[src/rtl/apdsp_consts.svh]
// Constants of the active power signal chain
// Overview of operation
// Sample both bitstreams at 900 kHz, 16-bit output
// Gain pins 00/01/10/11 give 1/2/8/16
// High-pass removes current dc before multiply
// Phase compensation cancels high-pass phase lead
// Power is current sample times voltage sample
// Low-pass power to extract active dc term
// Long accumulation drives average power pulses
// Calibration pulse uses much shorter accumulation
// Every shared harmonic adds its active power
// Compensation active only with high-pass enabled
// Power low-pass is first order, 8.9 Hz
// Calibration rate selectable up to 2048 times
// Chain specified for 3.579545 MHz master clock; code derives the 900 kHz rate from the 250 MHz system clock
// Pulse on threshold, subtract, keep remainder
`ifndef APDSP_CONSTS_SVH
`define APDSP_CONSTS_SVH
`define APD_CLK_HZ 250000000
`define APD_MASTER_HZ 3579545
`define APD_OSR_HZ 900000
`define APD_OSR_DIV (`APD_CLK_HZ / `APD_OSR_HZ)
`define APD_DIV_W 9
`define APD_DEC_LOG2 6
`define APD_CIC_W 20
`define APD_CIC_SHIFT 3
`define APD_SAMPLE_W 16
`define APD_CUR_W 24
`define APD_HPF_SHIFT 14
`define APD_HPF_W 38
`define APD_PWR_W 40
`define APD_LPF_CORNER_MHZ 8900
`define APD_LPF_SHIFT 8
`define APD_LPF_W 48
`define APD_ACC_W 56
`define APD_F_THRESH 56'h0004_0000_0000_0000
`define APD_FIFO_W 32
`define APD_FIFO_DEPTH 4
`define APD_CF_PULSE_NS 4000
`define APD_CF_PULSE_CYC ((`APD_CF_PULSE_NS * (`APD_CLK_HZ / 1000000)) / 1000)
`define APD_CFPW_W 10
`define APD_F_PULSE_MS 100
`define APD_F_PULSE_CYC (`APD_F_PULSE_MS * (`APD_CLK_HZ / 1000))
`define APD_FPW_W 25
`endif

[src/rtl/apdsp_pkg.sv]
// Types of the active power signal chain
package apdsp_pkg;
   typedef enum logic [2:0] {
      S_IDLE,
      S_FRONT,
      S_MULT,
      S_LPF,
      S_DFC
   } apdsp_state_e;
endpackage

[src/rtl/apdsp_fifo.sv]
// Small sample FIFO between decimators and the power chain
`timescale 1ns/1ps
module apdsp_fifo #(
   parameter int W = 32,
   parameter int DEPTH = 4
) (
   input wire logic clock,
   input wire logic nrst,
   input wire logic in_valid,
   output logic in_ready,
   input wire logic [W-1:0] in_data,
   output logic out_valid,
   input wire logic out_ready,
   output logic [W-1:0] out_data
);
   localparam int AW = $clog2(DEPTH);
   logic [W-1:0] mem_q [DEPTH];
   logic [W-1:0] mem_d [DEPTH];
   logic [AW-1:0] wr_q, wr_d, rd_q, rd_d;
   logic [AW:0] cnt_q, cnt_d;
   logic push, pop;

   assign in_ready = cnt_q != (AW+1)'(DEPTH);
   assign out_valid = cnt_q != '0;
   assign out_data = mem_q[rd_q];

   always_comb begin
      push = in_valid && in_ready;
      pop = out_valid && out_ready;
      mem_d = mem_q;
      wr_d = wr_q;
      rd_d = rd_q;
      cnt_d = cnt_q;
      if (push) begin
         mem_d[wr_q] = in_data;
         wr_d = (wr_q == AW'(DEPTH - 1)) ? '0 : wr_q + 1'b1;
      end
      if (pop) begin
         rd_d = (rd_q == AW'(DEPTH - 1)) ? '0 : rd_q + 1'b1;
      end
      if (push && !pop) begin
         cnt_d = cnt_q + 1'b1;
      end else if (pop && !push) begin
         cnt_d = cnt_q - 1'b1;
      end
   end

   always_ff @(posedge clock) begin
      if (!nrst) begin
         for (int i = 0; i < DEPTH; i++) begin
            mem_q[i] <= '0;
         end
         wr_q <= '0;
         rd_q <= '0;
         cnt_q <= '0;
      end else begin
         mem_q <= mem_d;
         wr_q <= wr_d;
         rd_q <= rd_d;
         cnt_q <= cnt_d;
      end
   end
endmodule

[src/rtl/apdsp_sinc.sv]
// Third-order sinc decimator for one modulator bitstream
`timescale 1ns/1ps
`include "apdsp_consts.svh"
module apdsp_sinc (
   input wire logic clock,
   input wire logic nrst,
   input wire logic sample_en,
   input wire logic bit_in,
   output logic signed [`APD_SAMPLE_W-1:0] dout,
   output logic dout_valid
);
   logic signed [`APD_CIC_W-1:0] i1_q, i1_d, i2_q, i2_d, i3_q, i3_d;
   logic signed [`APD_CIC_W-1:0] z1_q, z1_d, z2_q, z2_d, z3_q, z3_d;
   logic signed [`APD_CIC_W-1:0] c1, c2, c3, sc;
   logic [`APD_DEC_LOG2-1:0] cnt_q, cnt_d;
   logic signed [`APD_SAMPLE_W-1:0] dout_d;
   logic vld_d;

   // ------------------------------------------------------------
   // Integrate at the oversampling rate, comb at the output rate
   // ------------------------------------------------------------
   always_comb begin
      i1_d = i1_q;
      i2_d = i2_q;
      i3_d = i3_q;
      z1_d = z1_q;
      z2_d = z2_q;
      z3_d = z3_q;
      cnt_d = cnt_q;
      dout_d = dout;
      vld_d = 1'b0;
      c1 = i3_q - z1_q;
      c2 = c1 - z2_q;
      c3 = c2 - z3_q;
      sc = c3 >>> `APD_CIC_SHIFT;
      // 900 kHz bitstream to 16-bit samples
      if (sample_en) begin
         // A signed one-bit literal reads as minus one, so unsigned steps here
         i1_d = bit_in ? i1_q + 1'b1 : i1_q - 1'b1;
         i2_d = i2_q + i1_q;
         i3_d = i3_q + i2_q;
         cnt_d = cnt_q + 1'b1;
         if (cnt_q == '1) begin
            z1_d = i3_q;
            z2_d = c1;
            z3_d = c2;
            vld_d = 1'b1;
            // Full positive scale would wrap one code, so clip it
            if (sc > `APD_CIC_W'(16'sh7fff)) begin
               dout_d = 16'sh7fff;
            end else begin
               dout_d = sc[`APD_SAMPLE_W-1:0];
            end
         end
      end
   end

   always_ff @(posedge clock) begin
      if (!nrst) begin
         i1_q <= '0;
         i2_q <= '0;
         i3_q <= '0;
         z1_q <= '0;
         z2_q <= '0;
         z3_q <= '0;
         cnt_q <= '0;
         dout <= '0;
         dout_valid <= 1'b0;
      end else begin
         i1_q <= i1_d;
         i2_q <= i2_d;
         i3_q <= i3_d;
         z1_q <= z1_d;
         z2_q <= z2_d;
         z3_q <= z3_d;
         cnt_q <= cnt_d;
         dout <= dout_d;
         dout_valid <= vld_d;
      end
   end
endmodule

[src/rtl/apdsp_chain.sv]
// Active power signal chain: decimation, gain, high-pass, power, pulses
`timescale 1ns/1ps
`include "apdsp_consts.svh"
module apdsp_chain
   import apdsp_pkg::*;
#(
   parameter int unsigned F_PULSE_CYCLES = `APD_F_PULSE_CYC
) (
   input wire logic clock,
   input wire logic nrst,
   input wire logic current_bits_in,
   input wire logic voltage_bits_in,
   input wire logic gain_select_msb,
   input wire logic gain_select_lsb,
   input wire logic highpass_enable_in,
   input wire logic [1:0] calib_ratio_sel,
   output logic modulator_clk_out,
   output logic calib_pulse_out,
   output logic energy_pulse_a,
   output logic energy_pulse_b,
   output logic sample_overrun
);
   // ------------------------------------------------------------
   // Shared arithmetic
   // ------------------------------------------------------------
   function automatic logic signed [`APD_HPF_W-1:0] hpf_step(
      input logic signed [`APD_HPF_W-1:0] st,
      input logic signed [`APD_HPF_W-1:0] tgt);
      hpf_step = st + ((tgt - st) >>> `APD_HPF_SHIFT);
   endfunction

   function automatic logic [`APD_ACC_W:0] dfc_step(
      input logic [`APD_ACC_W-1:0] acc,
      input logic [`APD_ACC_W-1:0] inc,
      input logic [`APD_ACC_W-1:0] th);
      logic [`APD_ACC_W-1:0] sum;
      sum = acc + inc;
      if (sum >= th) begin
         dfc_step = {1'b1, sum - th};
      end else begin
         dfc_step = {1'b0, sum};
      end
   endfunction

   // ------------------------------------------------------------
   // Pin synchronisers
   // ------------------------------------------------------------
   logic [6:0] s1_q, s2_q, s3_q, pin_q, pin_d;
   logic hpf_en, cur_bit, volt_bit;
   logic [1:0] gsel, rsel;

   // A change counts only once two later stages agree
   always_comb begin
      pin_d = (~(s2_q ^ s3_q) & s3_q) | ((s2_q ^ s3_q) & pin_q);
   end

   always_ff @(posedge clock) begin
      if (!nrst) begin
         s1_q <= '0;
         s2_q <= '0;
         s3_q <= '0;
         pin_q <= '0;
      end else begin
         s1_q <= {highpass_enable_in, gain_select_msb, gain_select_lsb,
                  calib_ratio_sel, current_bits_in, voltage_bits_in};
         s2_q <= s1_q;
         s3_q <= s2_q;
         pin_q <= pin_d;
      end
   end

   assign hpf_en = pin_q[6];
   assign gsel = pin_q[5:4];
   assign rsel = pin_q[3:2];
   assign cur_bit = pin_q[1];
   assign volt_bit = pin_q[0];

   // ------------------------------------------------------------
   // Oversampling divider
   // ------------------------------------------------------------
   logic [`APD_DIV_W-1:0] div_q, div_d;
   logic osr_en_q, osr_en_d, mclk_d;

   // Rate scaled from the system clock
   always_comb begin
      osr_en_d = div_q == `APD_DIV_W'(`APD_OSR_DIV - 1);
      div_d = osr_en_d ? '0 : div_q + 1'b1;
      mclk_d = div_d < `APD_DIV_W'(`APD_OSR_DIV / 2);
   end

   always_ff @(posedge clock) begin
      if (!nrst) begin
         div_q <= '0;
         osr_en_q <= 1'b0;
         modulator_clk_out <= 1'b0;
      end else begin
         div_q <= div_d;
         osr_en_q <= osr_en_d;
         modulator_clk_out <= mclk_d;
      end
   end

   // ------------------------------------------------------------
   // Decimation and sample buffer
   // ------------------------------------------------------------
   logic signed [`APD_SAMPLE_W-1:0] cur_s, volt_s;
   logic cur_vld, fifo_in_rdy, fifo_vld, fifo_rdy, ovr_d;
   logic [`APD_FIFO_W-1:0] fifo_data;

   apdsp_sinc u_sinc_cur (
      .clock(clock),
      .nrst(nrst),
      .sample_en(osr_en_q),
      .bit_in(cur_bit),
      .dout(cur_s),
      .dout_valid(cur_vld)
   );

   apdsp_sinc u_sinc_volt (
      .clock(clock),
      .nrst(nrst),
      .sample_en(osr_en_q),
      .bit_in(volt_bit),
      .dout(volt_s),
      .dout_valid()
   );

   apdsp_fifo #(
      .W(`APD_FIFO_W),
      .DEPTH(`APD_FIFO_DEPTH)
   ) u_fifo (
      .clock(clock),
      .nrst(nrst),
      .in_valid(cur_vld),
      .in_ready(fifo_in_rdy),
      .in_data({cur_s, volt_s}),
      .out_valid(fifo_vld),
      .out_ready(fifo_rdy),
      .out_data(fifo_data)
   );

   // Converters cannot stall, so a full buffer drops the pair
   assign ovr_d = sample_overrun | (cur_vld & ~fifo_in_rdy);

   always_ff @(posedge clock) begin
      if (!nrst) begin
         sample_overrun <= 1'b0;
      end else begin
         sample_overrun <= ovr_d;
      end
   end

   // ------------------------------------------------------------
   // Processing sequencer and datapath
   // ------------------------------------------------------------
   apdsp_state_e state_q, state_d;
   logic signed [`APD_SAMPLE_W-1:0] raw_i_q, raw_i_d, volt_q, volt_d;
   logic signed [`APD_CUR_W-1:0] cur_q, cur_d, gained, dc1, dc2, hp_plain, comp;
   logic signed [`APD_HPF_W-1:0] d1_q, d1_d, d2_q, d2_d, tgt;
   logic signed [`APD_PWR_W-1:0] power_q, power_d;
   logic signed [`APD_LPF_W-1:0] lpf_q, lpf_d, pwr_ext;
   logic [`APD_ACC_W-1:0] facc_q, facc_d, cfacc_q, cfacc_d, inc, cf_th;
   logic [`APD_ACC_W:0] f_res, cf_res;
   logic [2:0] gain_shift;
   logic [3:0] cf_shift;
   logic f_fire_q, f_fire_d, cf_fire_q, cf_fire_d;

   assign fifo_rdy = state_q == S_IDLE;

   always_comb begin
      state_d = state_q;
      raw_i_d = raw_i_q;
      volt_d = volt_q;
      cur_d = cur_q;
      d1_d = d1_q;
      d2_d = d2_q;
      power_d = power_q;
      lpf_d = lpf_q;
      facc_d = facc_q;
      cfacc_d = cfacc_q;
      f_fire_d = 1'b0;
      cf_fire_d = 1'b0;
      // Gain pins to shift
      case (gsel)
         2'b00: gain_shift = 3'd0;
         2'b01: gain_shift = 3'd1;
         2'b10: gain_shift = 3'd3;
         default: gain_shift = 3'd4;
      endcase
      // Calibration to average pulse ratio
      case (rsel)
         2'b00: cf_shift = 4'd11;
         2'b01: cf_shift = 4'd10;
         2'b10: cf_shift = 4'd8;
         default: cf_shift = 4'd7;
      endcase
      cf_th = `APD_F_THRESH >> cf_shift;
      gained = {{(`APD_CUR_W - `APD_SAMPLE_W){raw_i_q[`APD_SAMPLE_W-1]}}, raw_i_q} <<< gain_shift;
      tgt = {gained, {`APD_HPF_SHIFT{1'b0}}};
      dc1 = d1_q[`APD_HPF_W-1:`APD_HPF_SHIFT];
      dc2 = d2_q[`APD_HPF_W-1:`APD_HPF_SHIFT];
      // Subtract tracked dc estimate
      hp_plain = gained - dc1;
      // Add back the lowpassed residue, cancelling first-order lead
      comp = dc1 - dc2;
      pwr_ext = {power_q, {`APD_LPF_SHIFT{1'b0}}};
      inc = lpf_q[`APD_LPF_W-1] ? '0 :
            {{(`APD_ACC_W - `APD_PWR_W){1'b0}}, lpf_q[`APD_LPF_W-1:`APD_LPF_SHIFT]};
      f_res = dfc_step(facc_q, inc, `APD_F_THRESH);
      cf_res = dfc_step(cfacc_q, inc, cf_th);
      case (state_q)
         S_IDLE: begin
            if (fifo_vld) begin
               raw_i_d = fifo_data[`APD_FIFO_W-1:`APD_SAMPLE_W];
               volt_d = fifo_data[`APD_SAMPLE_W-1:0];
               state_d = S_FRONT;
            end
         end
         S_FRONT: begin
            d1_d = hpf_step(d1_q, tgt);
            d2_d = hpf_step(d2_q, d1_q);
            // Compensation follows the high-pass enable
            cur_d = hpf_en ? hp_plain + comp : gained;
            state_d = S_MULT;
         end
         S_MULT: begin
            // Direct product; keeps every harmonic term
            power_d = cur_q * volt_q;
            state_d = S_LPF;
         end
         S_LPF: begin
            // One-pole low-pass, corner near 8.9 Hz
            lpf_d = lpf_q + ((pwr_ext - lpf_q) >>> `APD_LPF_SHIFT);
            state_d = S_DFC;
         end
         S_DFC: begin
            // Two accumulators, remainder kept
            facc_d = f_res[`APD_ACC_W-1:0];
            f_fire_d = f_res[`APD_ACC_W];
            cfacc_d = cf_res[`APD_ACC_W-1:0];
            cf_fire_d = cf_res[`APD_ACC_W];
            state_d = S_IDLE;
         end
         default: state_d = S_IDLE;
      endcase
   end

   always_ff @(posedge clock) begin
      if (!nrst) begin
         state_q <= S_IDLE;
         raw_i_q <= '0;
         volt_q <= '0;
         cur_q <= '0;
         d1_q <= '0;
         d2_q <= '0;
         power_q <= '0;
         lpf_q <= '0;
         facc_q <= '0;
         cfacc_q <= '0;
         f_fire_q <= 1'b0;
         cf_fire_q <= 1'b0;
      end else begin
         state_q <= state_d;
         raw_i_q <= raw_i_d;
         volt_q <= volt_d;
         cur_q <= cur_d;
         d1_q <= d1_d;
         d2_q <= d2_d;
         power_q <= power_d;
         lpf_q <= lpf_d;
         facc_q <= facc_d;
         cfacc_q <= cfacc_d;
         f_fire_q <= f_fire_d;
         cf_fire_q <= cf_fire_d;
      end
   end

   // ------------------------------------------------------------
   // Pulse stretchers
   // ------------------------------------------------------------
   logic [`APD_FPW_W-1:0] fpw_q, fpw_d;
   logic [`APD_CFPW_W-1:0] cfpw_q, cfpw_d;
   logic phase_q, phase_d, ea_d, eb_d, cf_d;

   // A fire during an active pulse is dropped; rates stay far below
   always_comb begin
      fpw_d = fpw_q;
      cfpw_d = cfpw_q;
      phase_d = phase_q;
      // Alternate outputs for two-phase counters
      if (f_fire_q && fpw_q == '0) begin
         fpw_d = `APD_FPW_W'(F_PULSE_CYCLES);
         phase_d = ~phase_q;
      end else if (fpw_q != '0) begin
         fpw_d = fpw_q - 1'b1;
      end
      if (cf_fire_q && cfpw_q == '0) begin
         cfpw_d = `APD_CFPW_W'(`APD_CF_PULSE_CYC);
      end else if (cfpw_q != '0) begin
         cfpw_d = cfpw_q - 1'b1;
      end
      ea_d = (fpw_d != '0) && phase_d;
      eb_d = (fpw_d != '0) && !phase_d;
      cf_d = cfpw_d != '0;
   end

   always_ff @(posedge clock) begin
      if (!nrst) begin
         fpw_q <= '0;
         cfpw_q <= '0;
         phase_q <= 1'b0;
         energy_pulse_a <= 1'b0;
         energy_pulse_b <= 1'b0;
         calib_pulse_out <= 1'b0;
      end else begin
         fpw_q <= fpw_d;
         cfpw_q <= cfpw_d;
         phase_q <= phase_d;
         energy_pulse_a <= ea_d;
         energy_pulse_b <= eb_d;
         calib_pulse_out <= cf_d;
      end
   end
endmodule

[config.mk]
export PLATFORM = sky130hd
export DESIGN_NAME = apdsp_chain
export DESIGN_NICKNAME = d
export VERILOG_FILES = /design/src/rtl/apdsp_pkg.sv /design/src/rtl/apdsp_fifo.sv /design/src/rtl/apdsp_sinc.sv /design/src/rtl/apdsp_chain.sv
export VERILOG_INCLUDE_DIRS = /design/src /design/src/rtl
export SDC_FILE = /design/constraint.sdc
export NUM_CORES = 2
export LEC_CHECK = 0
export BUFFER_PORTS_ARGS = -buffer_cell sky130_fd_sc_hd__buf_2
export CAP_MARGIN = 20
export CORE_MARGIN = 2
export CORE_UTILIZATION = 55
export DETAILED_ROUTE_END_ITERATION = 7
export GPL_TIMING_DRIVEN = 1
export PLACE_DENSITY = 0.7
export SLEW_MARGIN = 10
export SYNTH_ARGS = -nofsm -noshare
export SYNTH_HDL_FRONTEND = slang
export SYNTH_SLANG_ARGS = --single-unit
[constraint.sdc]
create_clock -name clock -period 22.3 [get_ports clock]
set_input_delay 1.115 -clock clock [delete_from_list [all_inputs] [get_ports clock]]
set_output_delay 1.115 -clock clock [all_outputs]
set_load 0.1 [all_outputs]
== Yosys cells after proc, flatten, opt, wreduce, memory -nomap -nowiden ==
Index checks and enable logic that the tools add are counted.

* Word-level logic and storage cells: 180
* Output and inout port bits: 5
* Register bits: 836
* Input bits: 9

* $add $sub $neg: 36
* $lt $le $gt $ge: 8
* Reduce and logical (&&, ||, !) cells: 28
* Bitwise logic cells: 11
* Eq/ne operators: 15
* Multiplexer cells: 29
* Shift-type cells: 2
* Multipliers: 1

{| class="wikitable"
|+ Operators with widths
! operator !! count
|-
| bitwise mux 128 bit || 1
|-
| subtractor 20 bit || 6
|-
| 2-to-1 mux 57 bit || 2
|-
| adder 56 x 39 -> 56 bit || 2
|-
| 2-to-1 mux 32 bit || 3
|-
| adder 20 bit || 4
|-
| adder 38 x 24 -> 38 bit || 2
|-
| subtractor 38 bit || 2
|-
| binary-select mux 32 bit (select 2 bit) || 1
|-
| demux 32 bit (select 2 bit) || 1
|-
| >= comparator 56 x 51 -> 1 bit, second input constant || 1
|-
| >= comparator 56 bit || 1
|-
| right shift 51 x 4 -> 56 bit, first input constant || 1
|-
| subtractor 56 x 51 -> 56 bit, second input constant || 1
|-
| subtractor 56 bit || 1
|-
| 2-to-1 mux 25 bit || 2
|-
| nonzero test 25 bit || 2
|-
| adder 48 x 40 -> 48 bit || 1
|-
| subtractor 24 bit || 2
|-
| subtractor 48 bit || 1
|-
| adder 20 x 1 -> 20 bit, second input constant || 2
|-
| multiplier 24 x 16 -> 40 bit || 1
|-
| 2-to-1 mux 20 bit || 2
|-
| subtractor 20 x 1 -> 20 bit, second input constant || 2
|-
| 51 further kinds || 86
|}

== Logic depth before layout (Yosys ltp) ==
* Word-level depth: 6
* Mapped depth: 35

== Cells and area by module ==
A second synthesis with hierarchy kept.

* Cells, all modules: 8942
* Area, all modules: 73407.9 um^2

{| class="wikitable"
|+ By module, submodules not included
! module !! times used !! area an instance (um^2) !! cells an instance !! sequential area each (um^2)
|-
| apdsp_chain || 1 || 47226.5 || 5939 || 8328.0
|-
| apdsp_sinc (u_sinc_cur) || 1 || 10243.6 || 1265 || 2862.7
|-
| apdsp_sinc (u_sinc_volt) || 1 || 9927.0 || 1199 || 2862.7
|-
| apdsp_fifo || 1 || 6010.8 || 539 || 2702.6
|}

== Worst setup path after synthesis ==
No wires, ideal clock.

* Path type: reg-to-reg
* From: reg (tool-made name)
* To: reg d1_q[36]
* Data arrival time: 7.047 ns
* Setup slack: 15.131 ns
* Clock period less this slack: 7.169 ns
* Library setup time: 0.122 ns
* Stages on the path, launching flop included: 32
* Cell sequence: dfxtp_1 > inv_1 > ha_1 > buf_1 > mux2i_1 > nor2_1 > a31oi_1 > nor2_1 > ha_1 > or3_1 > o221a_2 > a311o_1 > o21ba_2 > a21oi_1 > o21ai_0 > nand2_1 > o21ai_0 > o41ai_1 > xnor2_1 > xnor2_1 > ha_1 > a21o_1 > a21o_1 > a21o_1 > a21oi_1 > a311oi_1 > a211oi_1 > o21bai_1 > a21oi_1 > o21ai_0 > xnor2_1 > o21ai_0

{| class="wikitable"
|+ RTL lines
! what !! RTL line !! source
|-
| to (signal assigned) || apdsp_chain.sv:254 || <nowiki>d1_q <= '0;</nowiki>
|-
| to (signal assigned) || apdsp_chain.sv:267 || <nowiki>d1_q <= d1_d;</nowiki>
|-
| to (decl) || apdsp_chain.sv:159 || <nowiki>logic signed [`APD_HPF_W-1:0] d1_q, d1_d, d2_q, d2_d, tgt;</nowiki>
|}

== Worst setup path in the final report ==
* From: reg lpf_q[47]
* To: reg cfacc_q[50]

* Longest elaborated chain between the ends: 4

{| class="wikitable"
|+ RTL lines
! what !! RTL line !! source
|-
| from (decl) || apdsp_chain.sv:161 || <nowiki>logic signed [`APD_LPF_W-1:0] lpf_q, lpf_d, pwr_ext;</nowiki>
|-
| from (signal assigned) || apdsp_chain.sv:270 || <nowiki>lpf_q <= lpf_d;</nowiki>
|-
| 2-to-1 mux 39 bit (*) || apdsp_chain.sv:207 || <nowiki>inc = lpf_q[`APD_LPF_W-1] ? '0 :</nowiki>
|-
| adder 56 x 39 -> 56 bit (*) || apdsp_chain.sv:37 || <nowiki>sum = acc + inc;</nowiki>
|-
| subtractor 56 bit or >= comparator 56 bit (tied branches) || apdsp_chain.sv:39, apdsp_chain.sv:38 ||
|-
| 2-to-1 mux 57 bit (*) || apdsp_chain.sv:38 || <nowiki>if (sum >= th) begin</nowiki>
|-
| to (signal assigned) || apdsp_chain.sv:259 || <nowiki>cfacc_q <= '0;</nowiki>
|-
| to (signal assigned) || apdsp_chain.sv:272 || <nowiki>cfacc_q <= cfacc_d;</nowiki>
|-
| to (decl) || apdsp_chain.sv:162 || <nowiki>logic [`APD_ACC_W-1:0] facc_q, facc_d, cfacc_q, cfacc_d, inc, cf_th;</nowiki>
|}

Mark *: on every way between the ends. The rest lies on a longest branch, timed or not.
A chain may end at the register's enable or synchronous reset.

==> metrics.md <==
| Metric | Value |
|---|---|
| Status | `completed` |
| Via count | `61,068` |
| DRC | `0` |
| Clock power frac | `24.6%` |
| Register clock-pin slew on the reported worst setup and hold paths | `0.06 ns` |
| Pin count of the biggest net entering global routing | `168` |
| Antenna diode instance count | `0` |
| First-pass iteration count of the detailed router | `8` |
| Layout cells sized above 1 | `3.818%` |
| Post-synth top area share | `23.14%` |
| Final net count | `10,078` |
| Arr. time, crit path | `8.78 ns` |
| Routability cong. | `0.9335` |
| Max VDD drop | `0.09492 mV` |
| Logic gate share of total power | `50.2%` |
| Post-DP Area | `73,640 µm²` |
| Crit-path max FO | `19` |
| Switch share | `41.59%` |
| Sum Neg Setup Slack | `0 ns` |
| Leak | `33.31 nW` |
| CP max stage delay | `0.70 ns` |
| Synthesis Warnings | `0` |
| Final wirelength | `173,600 µm` |
| Synth area leader | `dfxtp_1` |
| Most frequent cell after synthesis | `nand2_1` |
| Final core utilization | `58.92%` |
| Worst slew pin tran | `1.048 ns` |
| Pins Over Slew Limit | `0` |
| Worst-Skew Late Latency | `0.73 ns` |
| Critical path endpoint category | `flop` |
| Die Width | `366.6 µm` |
| Syn avg cell area | `7.914 µm²` |
| Final WS setup | `14.13 ns` |
| Sequential share of the synthesized area | `23.14%` |
| Path depth of the worst reg2reg path | `30` |
| Hold path start | `s1_q[0]$_SDFF_PN0_` |
| CTS tree | `yes` |
| Cts repair resizes | `0` |
| Port buffer count | `13` |
| 1st-iter DRT viols | `3,830` |
| Post-route cell area | `77,160 µm²` |
| Die area | `134,400 µm²` |
| #FFs+latches synth | `836` |
| CP top delay family | `compound AO/OA/AOI/OAI gates` |
| Top_reg_cell synth | `dfxtp_1` |
| Fin Hold WS | `0.4334 ns` |
| Place WS | `14.30 ns` |
| Slowest CP cell | `nor2_2` |
| Net Sw Power | `0.002935 W` |
| Dominant cells by area after synthesis | `dfxtp_1 23%, ha_1 12%, fa_1 12%` |
| Async S/R FF share, synth | `0%` |
| Final min period | `8.170 ns` |
| Maximum root-to-sink buffer count | `3` |
| Fin crit share | `36.64%` |
| Synth unique cells | `101` |
| Avg Vias per Cell | `5.673` |
| Final hold viol count | `0` |
| CP Launch Type | `flop` |
| Worst path depth | `30` |
| Vias in the first global route | `59,704` |
| Hold path cells | `1` |
| Gate count of the mapped netlist | `9,139` |
| Initial core utilization | `55.23%` |
| Crit path launch | `lpf_q[47]$_SDFFE_PN0P_` |
| CP dominant cell by count | `a21oi_1` |
| Post-CTS Repair Setup Buffers | `0` |
| PwrDens | `91.46 nW/µm²` |
| Data required, critical path | `22.91 ns` |
| EDFF count, synth | `0` |
| Clock root buffer | `clkbuf_16` |
| FF-to-FF Start | `lpf_q[47]$_SDFFE_PN0P_` |
| Power Internal | `0.004123 W` |
| Sequential Power Share | `25.2%` |
| Top post-synthesis cells by count | `1,439 x nand2_1, 966 x a21oi_1, 842 x inv_1, 836 x dfxtp_1, 731 x nor2_1` |
| First-pass GRT wire length | `292,200 µm` |
| Ports | `14` |
| CORE AREA | `131,000 µm²` |
| CTS HTree Levels | `3` |
| Die height | `366.6 µm` |
| Final setup violating endpoints | `0` |
| Initial antenna violation count | `0` |
| WL/cell | `16.13 µm` |
| CTS buffer count | `97` |
| Area Overhead vs Synth | `6.681%` |
| Buf/Inv on CP | `1` |
| Hold crit path type | `flop to flop` |
| Antenna Nets Post-Route | `0` |
| Std cell rows | `133` |
| Total track usage | `25.60%` |
| Max transition margin | `30.05%` |
| Max Freq | `122.4 MHz` |
| Syn Std Cell Area | `72,330 µm²` |
| CP Class | `flop to flop` |
| RSZ-0062 raised after global routing | `false` |
| Hpwl dp | `126,200 µm` |
| Worst Clk Skew | `0.04036 ns` |
| GR Overflow Total | `0` |
| Hold-fix buffers at CTS | `0` |
| Clk sink count | `836` |
| Total of max-cap violations | `0` |
==> routing by layer <==
metal  track usage [%]  wire length [µm]  vias up
li1                  -                 -    30431
met5                 0                 0        -
met4             8.579              5204        0
met1             33.70             77570    28986
met3             2.770              8327      298
met2             43.73             82490     1353
==> flip-flops by register name, summed over array words and instances, names as in the netlist, 20 cells and up, named ones only <==
register and cells:
u_fifo.mem_q 128, cfacc_q 56, facc_q 56, lpf_q 48
power_q 40, d1_q 38, d2_q 38, fpw_q 25
cur_q 24, u_sinc_cur.i1_q 20, u_sinc_cur.i2_q 20, u_sinc_cur.i3_q 20
u_sinc_cur.z1_q 20, u_sinc_cur.z2_q 20, u_sinc_cur.z3_q 20, u_sinc_volt.i1_q 20
u_sinc_volt.i2_q 20, u_sinc_volt.i3_q 20, u_sinc_volt.z1_q 20, u_sinc_volt.z2_q 20
u_sinc_volt.z3_q 20
==> power by group through the flow <==
stage | Sequential [W] | Clock (W) | Combinational, W
6_report | 0.00178 | 0.00173 | 0.00354
5_1_grt | 0.00179 | 0.00183 | 0.00396
4_1_cts | 0.00178 | 0.00177 | 0.00351
3_5_place_dp | 0.00181 | 0 | 0.00348
3_3_place_gp | 0.00180 | 0 | 0.00340
2_1_floorplan | 0.00170 | 0 | 0.00289
==> layout make-up <==
cell class | count | area [µm²]
Fill cell | 11898 | 53800
Timing Repair Buffer | 65 | 491.7
Clock inverter | 39 | 656.9
Sequential cell | 836 | 16740
Inverter | 846 | 3186
Multi-Input combinational cell | 7085 | 51060
Tap cell | 1755 | 2196
Clock buffer | 138 | 2834
==> path summary, 6_finish.rpt <==
path,to,slack (ns)
max,cfacc_q[50]$_SDFFE_PN0N_,14.13
min,s2_q[0]$_SDFF_PN0_,0.43
max reg2reg,cfacc_q[50]$_SDFFE_PN0N_,14.13
min reg2reg,s2_q[0]$_SDFF_PN0_,0.43
==> cells in the final DEF (no fill, tap or decap), types with 62 or more instances in the layout <==
cell and instances:
a211oi_1 90, a21o_1 174, a21oi_1 966, a31oi_1 62
and2_1 180, clkbuf_16 99, dfxtp_1 834, fa_1 435
ha_1 703, inv_1 840, mux2i_1 82, nand2_1 1438
nand2b_1 79, nand3_1 156, nor2_1 731, nor2b_1 87
nor3_1 199, o21a_1 74, o21ai_0 307, o21bai_1 68
or3_1 65, xnor2_1 397, xor2_1 148
==> per-stage QoR <==
stage          std cells  total power, W
6_report           10764        0.007057
5_1_grt            10764        0.007590
4_1_cts            10762        0.007060
3_5_place_dp       10585        0.005289
3_3_place_gp       10584        0.005207
2_1_floorplan       9143        0.004583
==> logic make-up after synthesis <==
kind of cell	after synthesis	share of synthesized area, %
AND/OR/NAND/NOR	3203	19.83
AO/OA/AOI/OAI	2066	17.39
buffers and inverters	1222	6.368
adder cells (fa/ha/maj)	1138	24.20
flip-flops	836	23.14
XOR/XNOR	548	6.686
multiplexers	125	2.384
other	1	0.005185
No activity file was read; power rests on OpenSTA's default activity.
